[config.mk]
export PLATFORM = sky130hd
export DESIGN_NAME = fdma_ctrl
export DESIGN_NICKNAME = d
export VERILOG_FILES = /design/src/design/fdma_pkg.sv /design/src/design/fdma_arb.sv /design/src/design/fdma_ctrl.sv
export SDC_FILE = /design/constraint.sdc
export NUM_CORES = 2
export LEC_CHECK = 0
export ABC_AREA = 1
export BUFFER_PORTS_ARGS = -buffer_cell sky130_fd_sc_hd__buf_2
export CAP_MARGIN = 10
export CORE_ASPECT_RATIO = 1.75
export CORE_MARGIN = 5
export CORE_UTILIZATION = 49
export CTS_BUF_LIST = sky130_fd_sc_hd__clkbuf_4 sky130_fd_sc_hd__clkbuf_8
export DETAILED_ROUTE_END_ITERATION = 8
export GPL_TIMING_DRIVEN = 0
export PLACE_DENSITY = 0.61
export SLEW_MARGIN = 25
export SYNTH_ARGS = -nofsm -noshare
export SYNTH_HDL_FRONTEND = slang
export SYNTH_SLANG_ARGS = --single-unit
[constraint.sdc]
create_clock -name CLK -period 9.95 [get_ports CLK]
set_input_delay 1.4925 -clock CLK [delete_from_list [all_inputs] [get_ports CLK]]
set_output_delay 1.4925 -clock CLK [all_outputs]
set_load 0.005 [all_outputs]
[src/design/fdma_pkg.sv]
// Constants, register map and configuration layout of the five-channel DMA controller.
// Assumes a single system clock and a byte-wide memory port shared with the CPU.
package fdma_pkg;
	localparam int NCH       = 5;
	localparam int NTRIG     = 32;
	localparam int CFG_BYTES = 8;

	// Register map, byte offsets on the 8-bit register port
	localparam logic [7:0] REG_ARM   = 8'h00;
	localparam logic [7:0] REG_REQ   = 8'h01;
	localparam logic [7:0] REG_IRQ   = 8'h02;
	localparam logic [7:0] REG_CFG0L = 8'h03;
	localparam logic [7:0] REG_CFG0H = 8'h04;
	localparam logic [7:0] REG_CFG1L = 8'h05;
	localparam logic [7:0] REG_CFG1H = 8'h06;
	localparam logic [7:0] REG_READY = 8'h07;
	localparam int ARM_ABORT_BIT = 7;
	localparam logic [7:0]  RST_BYTE = 8'h00;
	localparam logic [15:0] RST_WORD = 16'h0000;

	// Configuration structure byte indices
	localparam int CB_SRCH = 0;
	localparam int CB_SRCL = 1;
	localparam int CB_DSTH = 2;
	localparam int CB_DSTL = 3;
	localparam int CB_VARL = 4;
	localparam int CB_LENL = 5;
	localparam int CB_MODE = 6;
	localparam int CB_MISC = 7;
	// Field positions
	localparam int VARL_LSB  = 5;
	localparam int WORD_BIT  = 7;
	localparam int TMODE_LSB = 5;
	localparam int SINC_LSB  = 6;
	localparam int DINC_LSB  = 4;
	localparam int MASK_BIT  = 3;
	localparam int LBW_BIT   = 2;

	// Fetch takes nine clocks: eight reads plus the commit cycle
	localparam int         FETCH_CYCLES = 9;
	localparam logic [3:0] FC_LAST      = 4'(FETCH_CYCLES - 1);
	localparam logic [3:0] FC_LAST_RD   = 4'(FETCH_CYCLES - 2);
	localparam logic [15:0] CFG_STRIDE  = 16'(CFG_BYTES);

	localparam logic [2:0] VL_FIXED = 3'h0;
	localparam logic [2:0] VL_P1    = 3'h1;
	localparam logic [2:0] VL_N     = 3'h2;
	localparam logic [2:0] VL_P2    = 3'h3;
	localparam logic [2:0] VL_P3    = 3'h4;

	localparam logic [1:0] TM_SINGLE  = 2'h0;
	localparam logic [1:0] TM_BLOCK   = 2'h1;
	localparam logic [1:0] TM_RSINGLE = 2'h2;
	localparam logic [1:0] TM_RBLOCK  = 2'h3;

	localparam logic [1:0] INC_NONE = 2'h0;
	localparam logic [1:0] INC_P1   = 2'h1;
	localparam logic [1:0] INC_P2   = 2'h2;
	localparam logic [1:0] INC_M1   = 2'h3;

	localparam logic [1:0] PRI_LOW  = 2'h0;
	localparam logic [1:0] PRI_NORM = 2'h1;
	localparam logic [1:0] PRI_HIGH = 2'h2;

	localparam logic [7:0] PEND_MAX = 8'hff;

	typedef enum logic [2:0] {S_IDLE, S_FETCH, S_RD, S_RW, S_CAP, S_WR} fdma_state_t;
endpackage

[src/design/fdma_arb.sv]
// Round-robin channel arbiter, highest priority level first.
// Assumes requests from the same clock; grant is registered one cycle.
`timescale 1ns/1ps
`default_nettype none
module fdma_arb (
	input  wire logic                    clk,
	input  wire logic                    srst,
	input  wire logic [fdma_pkg::NCH-1:0]   req,
	input  wire logic [2*fdma_pkg::NCH-1:0] prio,
	input  wire logic                    take,
	input  wire logic [2:0]              take_idx,
	output logic                         gnt_valid,
	output logic [2:0]                   gnt_idx
);
	import fdma_pkg::*;

	logic [2:0] last;
	logic [1:0] best;
	logic [2:0] pick;
	logic       found;

	function automatic logic [1:0] level(input logic [1:0] p);
		// Code 3 behaves as high
		level = (p > PRI_HIGH) ? PRI_HIGH : p;
	endfunction

	always_comb begin
		int j;
		j = 0;
		best = PRI_LOW;
		pick = last;
		found = 1'b0;
		for (int c = 0; c < NCH; c++) begin
			if (req[c] && level(prio[2*c +: 2]) > best) begin
				best = level(prio[2*c +: 2]);
			end
		end
		// Start after the last winner so equal levels take turns
		for (int k = 1; k <= NCH; k++) begin
			j = (int'(last) + k) % NCH;
			if (!found && req[j] && level(prio[2*j +: 2]) == best) begin
				pick = 3'(j);
				found = 1'b1;
			end
		end
	end

	always_ff @(posedge clk) begin
		if (srst) begin
			gnt_valid <= 1'b0;
			gnt_idx   <= 3'h0;
		end else begin
			gnt_valid <= found;
			gnt_idx   <= pick;
		end
	end

	always_ff @(posedge clk) begin
		if (srst) begin
			last <= 3'(NCH - 1);
		end else if (take) begin
			last <= take_idx;
		end
	end
endmodule
`default_nettype wire

[src/design/fdma_ctrl.sv]
// Five-channel DMA controller: register port, configuration fetch and transfer engine.
// Assumes triggers, CPU_REQ and memory read data come from logic on CLK.
//
// Local design decisions: the address-and-strobe port and the placing of the registers.
`timescale 1ns/1ps
`default_nettype none
// Summary of operation
// - Five independent channels, 0 to 4, copy data within data space.
// - A channel runs only after software sets its arm bit.
// - Arming fetches configuration in nine clocks; new-source triggers then are lost.
// - Several armed channels fetch in turn: 1,2,3,4 then 0.
// - Each channel selects one of 32 triggers, known after the fetch.
// - A software request bit starts a transfer regardless of trigger.
// - Old-source triggers during reconfiguration count as missed and start later.
// - Writing the request bit clears missed count and stops fetch-time counting.
// - Request bit clears only when its transfer occurs, not on disarm.
// - After the transfer count the channel rearms or disarms and signals completion.
// - Variable length takes the count from the first source byte or word.
// - A trigger starts one transfer or a whole block, per configuration.
// - Source and destination pointers step independently after each transfer.
// - Single, block, repeated single and repeated block modes.
// - Each transfer moves a byte or a 16-bit word.
// - Completion raises an interrupt request, gated by the channel mask.
// - In byte mode a setting picks seven or eight length bits.
// - Source may be any address of the data space.
// - Three priority levels arbitrate between channels and against the CPU.
// - High beats CPU, normal wins every second try, low yields; ties round-robin.
// - Single and block disarm at completion; repeated forms rearm.
// - Configured length caps variable length; word length uses bits 12:0.
// - Steps are 0, +1, +2 or -1 counts; a count is one or two bytes.
module fdma_ctrl (
	input  wire logic        CLK,
	input  wire logic        SRST,
	input  wire logic [7:0]  ADDR,
	input  wire logic [7:0]  WDATA,
	input  wire logic        WR,
	input  wire logic        RD,
	output logic      [7:0]  RDATA,
	input  wire logic [fdma_pkg::NTRIG-1:0] TRIG,
	input  wire logic        CPU_REQ,
	output logic      [15:0] MEM_ADDR,
	output logic      [7:0]  MEM_WDATA,
	output logic             MEM_RE,
	output logic             MEM_WE,
	input  wire logic [7:0]  MEM_RDATA,
	output logic      [fdma_pkg::NCH-1:0] IRQ_REQ
);
	import fdma_pkg::*;

	fdma_state_t state;
	logic [NCH-1:0] armed, ready, fetch_pend, swreq, nocount, irq_flag;
	logic [NCH-1:0] arm_set, abort_mask, wr_req, trig_hit, cand;
	logic [7:0]  pend    [NCH];
	logic [7:0]  cfg     [NCH][CFG_BYTES];
	logic [7:0]  stg     [CFG_BYTES];
	logic [15:0] src_ptr [NCH];
	logic [15:0] dst_ptr [NCH];
	logic [12:0] cnt     [NCH];
	logic [12:0] lim     [NCH];
	logic [15:0] cfg0_base, cfg1_base;
	logic [2:0]  act, fdone_ch, done_ch, next_fetch;
	logic [3:0]  fc;
	logic        bidx, lost_last, start_p, fetch_done, fstart, done_p, disarm_p;
	logic [7:0]  dbuf, vlo;
	logic [2*NCH-1:0] prio_flat;
	logic        arb_v;
	logic [2:0]  arb_i;
	logic        ok, is_word, fin, stop;
	logic [13:0] varl_n, vtot, eff_lim, new_cnt;

	function automatic logic [15:0] cfg_addr(input logic [2:0] n, input logic [15:0] b0,
		input logic [15:0] b1);
		// Channels 1..4 sit back to back after the second base
		cfg_addr = (n == 3'h0) ? b0 : 16'(b1 + CFG_STRIDE * 16'(n - 3'h1));
	endfunction

	function automatic logic [15:0] step(input logic [15:0] p, input logic [1:0] inc,
		input logic word);
		logic [15:0] unit;
		unit = word ? 16'h0002 : 16'h0001;
		unique case (inc)
			INC_NONE: step = p;
			INC_P1:   step = 16'(p + unit);
			INC_P2:   step = 16'(p + (unit << 1));
			INC_M1:   step = 16'(p - unit);
		endcase
	endfunction

	function automatic logic may_go(input logic [1:0] p, input logic cpu, input logic lost);
		if (p == PRI_LOW) begin
			may_go = !cpu;
		end else if (p == PRI_NORM) begin
			may_go = !cpu || lost;
		end else begin
			may_go = 1'b1;
		end
	endfunction

	// Register port decode
	always_comb begin
		arm_set    = '0;
		abort_mask = '0;
		wr_req     = '0;
		if (WR && ADDR == REG_ARM) begin
			if (WDATA[ARM_ABORT_BIT]) begin
				abort_mask = WDATA[NCH-1:0];
			end else begin
				arm_set = WDATA[NCH-1:0] & ~armed;
			end
		end
		if (WR && ADDR == REG_REQ) begin
			wr_req = WDATA[NCH-1:0];
		end
	end

	always_comb begin
		next_fetch = 3'h0;
		for (int c = NCH - 1; c >= 1; c--) begin
			if (fetch_pend[c]) begin
				next_fetch = 3'(c);
			end
		end
	end

	always_comb begin
		for (int c = 0; c < NCH; c++) begin
			trig_hit[c] = TRIG[cfg[c][CB_MODE][4:0]];
			cand[c] = armed[c] && ready[c] && !abort_mask[c] && (swreq[c] || pend[c] != 8'h00)
				&& !(state != S_IDLE && act == 3'(c));
			prio_flat[2*c +: 2] = cfg[c][CB_MISC][1:0];
		end
	end

	fdma_arb u_arb (
		.clk       (CLK),
		.srst      (SRST),
		.req       (cand),
		.prio      (prio_flat),
		.take      (start_p),
		.take_idx  (act),
		.gnt_valid (arb_v),
		.gnt_idx   (arb_i)
	);

	// Active channel decode and length arithmetic
	always_comb begin
		is_word = cfg[act][CB_MODE][WORD_BIT];
		ok      = may_go(cfg[act][CB_MISC][1:0], CPU_REQ, lost_last);
		stop    = !armed[act] || abort_mask[act];
		fin     = !is_word || bidx;
		if (is_word) begin
			varl_n = {1'b0, dbuf[4:0], vlo};
		end else if (cfg[act][CB_MISC][LBW_BIT]) begin
			varl_n = {6'h00, vlo};
		end else begin
			varl_n = {7'h00, vlo[6:0]};
		end
		unique case (cfg[act][CB_VARL][7:VARL_LSB])
			VL_P1:   vtot = 14'(varl_n + 14'h0001);
			VL_N:    vtot = varl_n;
			VL_P2:   vtot = 14'(varl_n + 14'h0002);
			VL_P3:   vtot = 14'(varl_n + 14'h0003);
			default: vtot = {1'b0, lim[act]};
		endcase
		if (cnt[act] == 13'h0000 && cfg[act][CB_VARL][7:VARL_LSB] != VL_FIXED
			&& vtot < {1'b0, lim[act]}) begin
			eff_lim = vtot;
		end else begin
			eff_lim = {1'b0, lim[act]};
		end
		new_cnt = 14'({1'b0, cnt[act]} + 14'h0001);
	end

	// Configuration fetch and transfer engine
	always_ff @(posedge CLK) begin
		if (SRST) begin
			state      <= S_IDLE;
			MEM_RE     <= 1'b0;
			MEM_WE     <= 1'b0;
			MEM_ADDR   <= RST_WORD;
			MEM_WDATA  <= RST_BYTE;
			act        <= 3'h0;
			fc         <= 4'h0;
			bidx       <= 1'b0;
			dbuf       <= RST_BYTE;
			vlo        <= RST_BYTE;
			lost_last  <= 1'b0;
			start_p    <= 1'b0;
			fstart     <= 1'b0;
			fetch_done <= 1'b0;
			fdone_ch   <= 3'h0;
			done_p     <= 1'b0;
			disarm_p   <= 1'b0;
			done_ch    <= 3'h0;
			for (int c = 0; c < NCH; c++) begin
				src_ptr[c] <= RST_WORD;
				dst_ptr[c] <= RST_WORD;
				cnt[c]     <= '0;
				lim[c]     <= '0;
				for (int b = 0; b < CFG_BYTES; b++) begin
					cfg[c][b] <= RST_BYTE;
				end
			end
			for (int b = 0; b < CFG_BYTES; b++) begin
				stg[b] <= RST_BYTE;
			end
		end else begin
			MEM_RE     <= 1'b0;
			MEM_WE     <= 1'b0;
			start_p    <= 1'b0;
			fstart     <= 1'b0;
			fetch_done <= 1'b0;
			done_p     <= 1'b0;
			disarm_p   <= 1'b0;
			unique case (state)
				S_IDLE: begin
					if (|fetch_pend) begin
						act      <= next_fetch;
						fc       <= 4'h0;
						fstart   <= 1'b1;
						MEM_RE   <= 1'b1;
						MEM_ADDR <= cfg_addr(next_fetch, cfg0_base, cfg1_base);
						state    <= S_FETCH;
					end else if (arb_v && cand[arb_i]) begin
						act     <= arb_i;
						start_p <= 1'b1;
						bidx    <= 1'b0;
						state   <= S_RD;
					end
				end
				S_FETCH: begin
					if (fc != 4'h0) begin
						stg[3'(fc - 4'h1)] <= MEM_RDATA;
					end
					if (fc < FC_LAST_RD) begin
						MEM_RE   <= 1'b1;
						MEM_ADDR <= 16'(MEM_ADDR + 16'h0001);
					end
					fc <= 4'(fc + 4'h1);
					if (fc == FC_LAST) begin
						// Old trigger select stays in force until this commit
						for (int b = 0; b < CFG_BYTES - 1; b++) begin
							cfg[act][b] <= stg[b];
						end
						cfg[act][CB_MISC] <= MEM_RDATA;
						src_ptr[act] <= {stg[CB_SRCH], stg[CB_SRCL]};
						dst_ptr[act] <= {stg[CB_DSTH], stg[CB_DSTL]};
						cnt[act]     <= '0;
						lim[act]     <= {stg[CB_VARL][4:0], stg[CB_LENL]};
						fetch_done   <= 1'b1;
						fdone_ch     <= act;
						if (|fetch_pend) begin
							act      <= next_fetch;
							fc       <= 4'h0;
							fstart   <= 1'b1;
							MEM_RE   <= 1'b1;
							MEM_ADDR <= cfg_addr(next_fetch, cfg0_base, cfg1_base);
						end else begin
							state <= S_IDLE;
						end
					end
				end
				S_RD: begin
					if (stop) begin
						state <= S_IDLE;
					end else if (ok) begin
						MEM_RE    <= 1'b1;
						MEM_ADDR  <= 16'(src_ptr[act] + 16'(bidx));
						lost_last <= 1'b0;
						state     <= S_RW;
					end else begin
						lost_last <= 1'b1;
					end
				end
				S_RW: begin
					state <= S_CAP;
				end
				S_CAP: begin
					dbuf <= MEM_RDATA;
					if (!bidx) begin
						vlo <= MEM_RDATA;
					end
					state <= S_WR;
				end
				S_WR: begin
					if (stop) begin
						// Abort ends quietly, no completion
						state <= S_IDLE;
					end else if (!ok) begin
						lost_last <= 1'b1;
					end else begin
						MEM_WE    <= 1'b1;
						MEM_ADDR  <= 16'(dst_ptr[act] + 16'(bidx));
						MEM_WDATA <= dbuf;
						lost_last <= 1'b0;
						if (!fin) begin
							bidx  <= 1'b1;
							state <= S_RD;
						end else begin
							bidx <= 1'b0;
							src_ptr[act] <= step(src_ptr[act], cfg[act][CB_MISC][7:SINC_LSB],
								is_word);
							dst_ptr[act] <= step(dst_ptr[act], cfg[act][CB_MISC][5:DINC_LSB],
								is_word);
							if (new_cnt >= eff_lim) begin
								done_p  <= 1'b1;
								done_ch <= act;
								state   <= S_IDLE;
								if (cfg[act][CB_MODE][6:TMODE_LSB] == TM_RSINGLE
									|| cfg[act][CB_MODE][6:TMODE_LSB] == TM_RBLOCK) begin
									src_ptr[act] <= {cfg[act][CB_SRCH], cfg[act][CB_SRCL]};
									dst_ptr[act] <= {cfg[act][CB_DSTH], cfg[act][CB_DSTL]};
									cnt[act]     <= '0;
									lim[act]     <= {cfg[act][CB_VARL][4:0], cfg[act][CB_LENL]};
								end else begin
									disarm_p <= 1'b1;
								end
							end else begin
								cnt[act] <= 13'(new_cnt);
								lim[act] <= 13'(eff_lim);
								if (cfg[act][CB_MODE][TMODE_LSB]) begin
									state <= S_RD;
								end else begin
									state <= S_IDLE;
								end
							end
						end
					end
				end
			endcase
		end
	end

	always_ff @(posedge CLK) begin
		if (SRST) begin
			armed      <= '0;
			ready      <= '0;
			fetch_pend <= '0;
		end else begin
			armed      <= (armed | arm_set) & ~abort_mask
				& ~(disarm_p ? NCH'(1) << done_ch : '0);
			fetch_pend <= (fetch_pend | arm_set) & ~abort_mask
				& ~(fstart ? NCH'(1) << act : '0);
			ready      <= (ready | (fetch_done ? NCH'(1) << fdone_ch : '0) & armed)
				& ~abort_mask & ~arm_set & ~(disarm_p ? NCH'(1) << done_ch : '0);
		end
	end

	// Missed-trigger counts and software requests
	always_ff @(posedge CLK) begin
		if (SRST) begin
			swreq   <= '0;
			nocount <= '0;
			for (int c = 0; c < NCH; c++) begin
				pend[c] <= RST_BYTE;
			end
		end else begin
			for (int c = 0; c < NCH; c++) begin
				// cleared only by its transfer; set wins
				swreq[c] <= wr_req[c] || (swreq[c] && !(start_p && act == 3'(c)));
				if (fetch_done && fdone_ch == 3'(c)) begin
					nocount[c] <= 1'b0;
				end else if (wr_req[c] && !ready[c]) begin
					nocount[c] <= 1'b1;
				end
				if (wr_req[c]) begin
					pend[c] <= RST_BYTE;
				end else if (armed[c] && trig_hit[c] && (ready[c] || !nocount[c])) begin
					if (!(start_p && act == 3'(c) && !swreq[c]) && pend[c] != PEND_MAX) begin
						pend[c] <= 8'(pend[c] + 8'h01);
					end
				end else if (start_p && act == 3'(c) && !swreq[c] && pend[c] != 8'h00) begin
					pend[c] <= 8'(pend[c] - 8'h01);
				end
			end
		end
	end

	always_ff @(posedge CLK) begin
		if (SRST) begin
			irq_flag <= '0;
			IRQ_REQ  <= '0;
		end else begin
			irq_flag <= ((WR && ADDR == REG_IRQ) ? irq_flag & WDATA[NCH-1:0] : irq_flag)
				| (done_p ? NCH'(1) << done_ch : '0);
			IRQ_REQ  <= (done_p && cfg[done_ch][CB_MISC][MASK_BIT]) ? NCH'(1) << done_ch : '0;
		end
	end

	// Configuration base addresses
	always_ff @(posedge CLK) begin
		if (SRST) begin
			cfg0_base <= RST_WORD;
			cfg1_base <= RST_WORD;
		end else if (WR) begin
			if (ADDR == REG_CFG0L) cfg0_base[7:0]  <= WDATA;
			if (ADDR == REG_CFG0H) cfg0_base[15:8] <= WDATA;
			if (ADDR == REG_CFG1L) cfg1_base[7:0]  <= WDATA;
			if (ADDR == REG_CFG1H) cfg1_base[15:8] <= WDATA;
		end
	end

	// Read data one cycle after the strobe, zero otherwise
	always_ff @(posedge CLK) begin
		if (SRST) begin
			RDATA <= RST_BYTE;
		end else if (RD) begin
			unique case (ADDR)
				REG_ARM:   RDATA <= 8'(armed);
				REG_REQ:   RDATA <= 8'(swreq);
				REG_IRQ:   RDATA <= 8'(irq_flag);
				REG_CFG0L: RDATA <= cfg0_base[7:0];
				REG_CFG0H: RDATA <= cfg0_base[15:8];
				REG_CFG1L: RDATA <= cfg1_base[7:0];
				REG_CFG1H: RDATA <= cfg1_base[15:8];
				REG_READY: RDATA <= 8'(ready);
				default:   RDATA <= RST_BYTE;
			endcase
		end else begin
			RDATA <= RST_BYTE;
		end
	end
endmodule
`default_nettype wire

==> flow_summary.toml <==
[run_status]
status = "finished, final reports clean"

[global_routing]
grt_pass1_vias = 54600
grt_overflow_total = 0
grt_max_degree = 36
grt_pass1_wl_mm = 367
antenna_found_initial = 6
track_usage_pct = 36.9

[sta]
layout_setup_ws_ns = 0.383
skew_ns = 0.0439
rsz0062_at_grt = "false"
fin_setup_tns_ns = 0
relSlewSlack_pct = 19.8
min_period_ns = 9.57
clock.fmax_ghz = 0.105
final-hold-violation-count = 0
drv_slew = 0
finalSetupViolCount = 0
period_share_pct = 96.1
worstMarginPinSlew_ns = 1.20

[power]
worst_ir_drop_vdd_mv = 0.143
leakagePower_nw = 27.1
cellPowerDensity_mw_per_mm2 = 274

[worst_setup_path]
cpPeakStageDelay_ns = 0.96
startpoint_type = "register"
arrival_ns = 10.16
worst-setup-path-type = "reg -> reg"
path_delay_family = "buffers and inverters"
cp_num_buf_inv = 11
cp.required_ns = 10.55
cp_common_cell = "o21ai_0"
path_max_fanout = 10
crit_path_end_kind = "register"
crit_slowest_cell = "o211ai_1"

[route]
viasPerCell = 6.14
vias = 56200
wl_mm = 260
drc = 0
drt-pass1-iter-count = 8
drtIter0Drc = 6589
drtAntennaViolNets = 0
wl_per_cell_um = 28.4

[finish]
final_nets = 7537
areaGrowthSynthToFinish_pct = 11.6
final_util_pct = 55.0
layout-drive-gt1-share_pct = 11.8
fin_cells = 9157

[logic_synthesis]
synthFlopType = "edfxtp_1"
synth_edf_count = 1057
synth_seq_area_share_pct = 54.9
synthesis.area_mm2 = 0.0634
ys_ff_latch = 1210
synth_mux_area_share_pct = 0.0316
netlist_instances = 6960
yosysTopAreaCellShare_pct = 50.1
synth.avg_cell_area_um2 = 9.10
synthArstFlopShare_pct = 0
synth_top_family_by_area = "simple AND/OR/NAND/NOR gates"
synth-simple-area-share_pct = 18.5
synthAdderAreaFrac_pct = 2.83
synth.distinct_cells = 78
synthTopCellsByArea = "edfxtp_1, nor2_1, o21ai_0"
yosysTopAreaCell = "edfxtp_1"
synth_nets = 7160
synthXorXnorAreaFrac_pct = 1.32
synth_compound_area_share_pct = 15.6
yosysWarnings = 0

[floorplanning]
die_x_um = 282
initial_core_util_pct = 49.3
placementRows = 174
ios = 100
core_area_mm2 = 0.128
dieArea_mm2 = 0.137
die_y_um = 486

[clock_tree]
postCtsHoldBufs = 0
ctsResizeCount = 0
cts_max_level = 4
clock-sinks = 1210
post_cts_buffers = 0
cts-buffers-inserted = 177
insertion_delay_ns = 0.94
clockBufferDepth = 3
clkTransAtPathRegs_ns = 0.07
root_buffer = "clkbuf_8"
cts_tree = "done"

[placement]
port_buffers = 98
dpl.hpwl_mm = 196
place.gp.congestion = 1.03
place_ws_ns = 0.195
post-place-cells = 8829

[hold_path]
hold_class = "reg -> reg"

[job]
maxCapViolations = 0
cell usage in the layout (no fill, tap or decap), types with 85 or more instances in the layout:
cell type	Yosys	layout
clkbuf_1	191	173
inv_1	614	613
a21oi_1	287	287
nand3_1	221	221
o211ai_1	85	85
o21ai_0	790	782
o22ai_1	204	204
ha_1	132	132
edfxtp_1	1057	1057
nand2_1	849	835
nor3_1	142	140
buf_2	79	230
o221ai_1	92	92
o21ai_1	86	87
dfxtp_1	153	153
clkbuf_8	0	185
nor2_1	1359	1357
stage by stage:
step / hold WS [ns] / cell area [µm²] / total power, mW
2_1_floorplan: 0.430 / 63400 / 11.3
3_3_place_gp: 0.449 / 65900 / 14.8
3_5_place_dp: 0.456 / 67000 / 14.9
4_1_cts: 0.467 / 70700 / 19.1
5_1_grt: 0.501 / 70700 / 20.1
6_report: 0.467 / 70700 / 19.4
worst min-delay path: stages, from the launching register on:
cell	delay, ns
dfxtp_1	0.30
inv_1	0.06
a21oi_1	0.06
synth_stat cells (all sizes together) (2+ instances only):
library cell  instances
or2                  15
a211oi               17
a31o                  5
o22ai               205
nor3                148
ha                  132
buf                 158
o2111ai              15
a21o                  3
nor2               1396
a31oi                31
o31ai                 9
xnor2                20
o221ai               92
a22oi                 5
a32o                  3
nand3               241
nor4                 25
a221oi               11
clkbuf              192
o32ai                 3
a311oi                2
nand4                64
o21a                 11
fa                    7
edfxtp             1057
nand2               886
dfxtp               153
o311ai                2
xor2                 75
a21oi               287
o211ai               88
a2111oi               4
a21boi                2
and2                 13
o21bai                8
inv                 651
clkinv                8
o21ai               900
nand3b                8
mux2i                 2
power breakdown:
part	leakage (nW)	internal, mW	total, mW	switching (mW)
combinational	13.4	2.43	9.40	6.97
sequential	11.8	5.64	5.76	0.120
clock	1.92	2.10	4.24	2.14
worst paths after layout:
kind                                           start  slack (ns)                   end  depth (start not counted)
worst max-delay path                        register        0.38   lim[7][3]$_DFFE_PP_                         34
worst min-delay path            dbuf[7]$_SDFFE_PP0N_        0.47  dbuf[7]$_SDFFE_PP0N_                          2
worst min register to register  dbuf[7]$_SDFFE_PP0N_        0.47  dbuf[7]$_SDFFE_PP0N_                          2
worst max register to register              register        0.38   lim[7][3]$_DFFE_PP_                         34
cell families after synthesis:
group / Yosys count
buffers and inverters: 1009
xor gates and xnor gates: 95
AOI/OAI and AO/OA: 1706
adders and majority gates: 139
and+or+nand+nor: 2798
muxes: 2
other: 1
DFF: 1210
flip-flops by register name, summed over array words and instances (netlist names), 16 cells and up, named ones only:
name       cells
pend          40
cnt          104
src_ptr      128
dst_ptr      128
cfg0_base     16
MEM_ADDR      16
stg           56
lim          104
cfg          497
cfg1_base     16
layer usage:
layer  track usage (%)  wire length, µm  up-vias
li1                  -                -    25000
met1              39.7            85100    27000
met2              62.1           124000     3152
met3              6.37            20400     1008
met4              32.7            30200        0
met5                 0                0        -
cell type report:
type,instances,area (µm²)
Clock buffer,233,2910
Antenna cell,5,12.5
Clock inverter,89,727
Inverter,659,2480
Tap cell,1672,2090
Sequential cell,1210,34800
Timing Repair Buffer,198,1410
Fill cell,11900,57700
Buffer,350,1840
Multi-Input combinational cell,4741,24400
No activity file was read; power rests on OpenSTA's default activity.
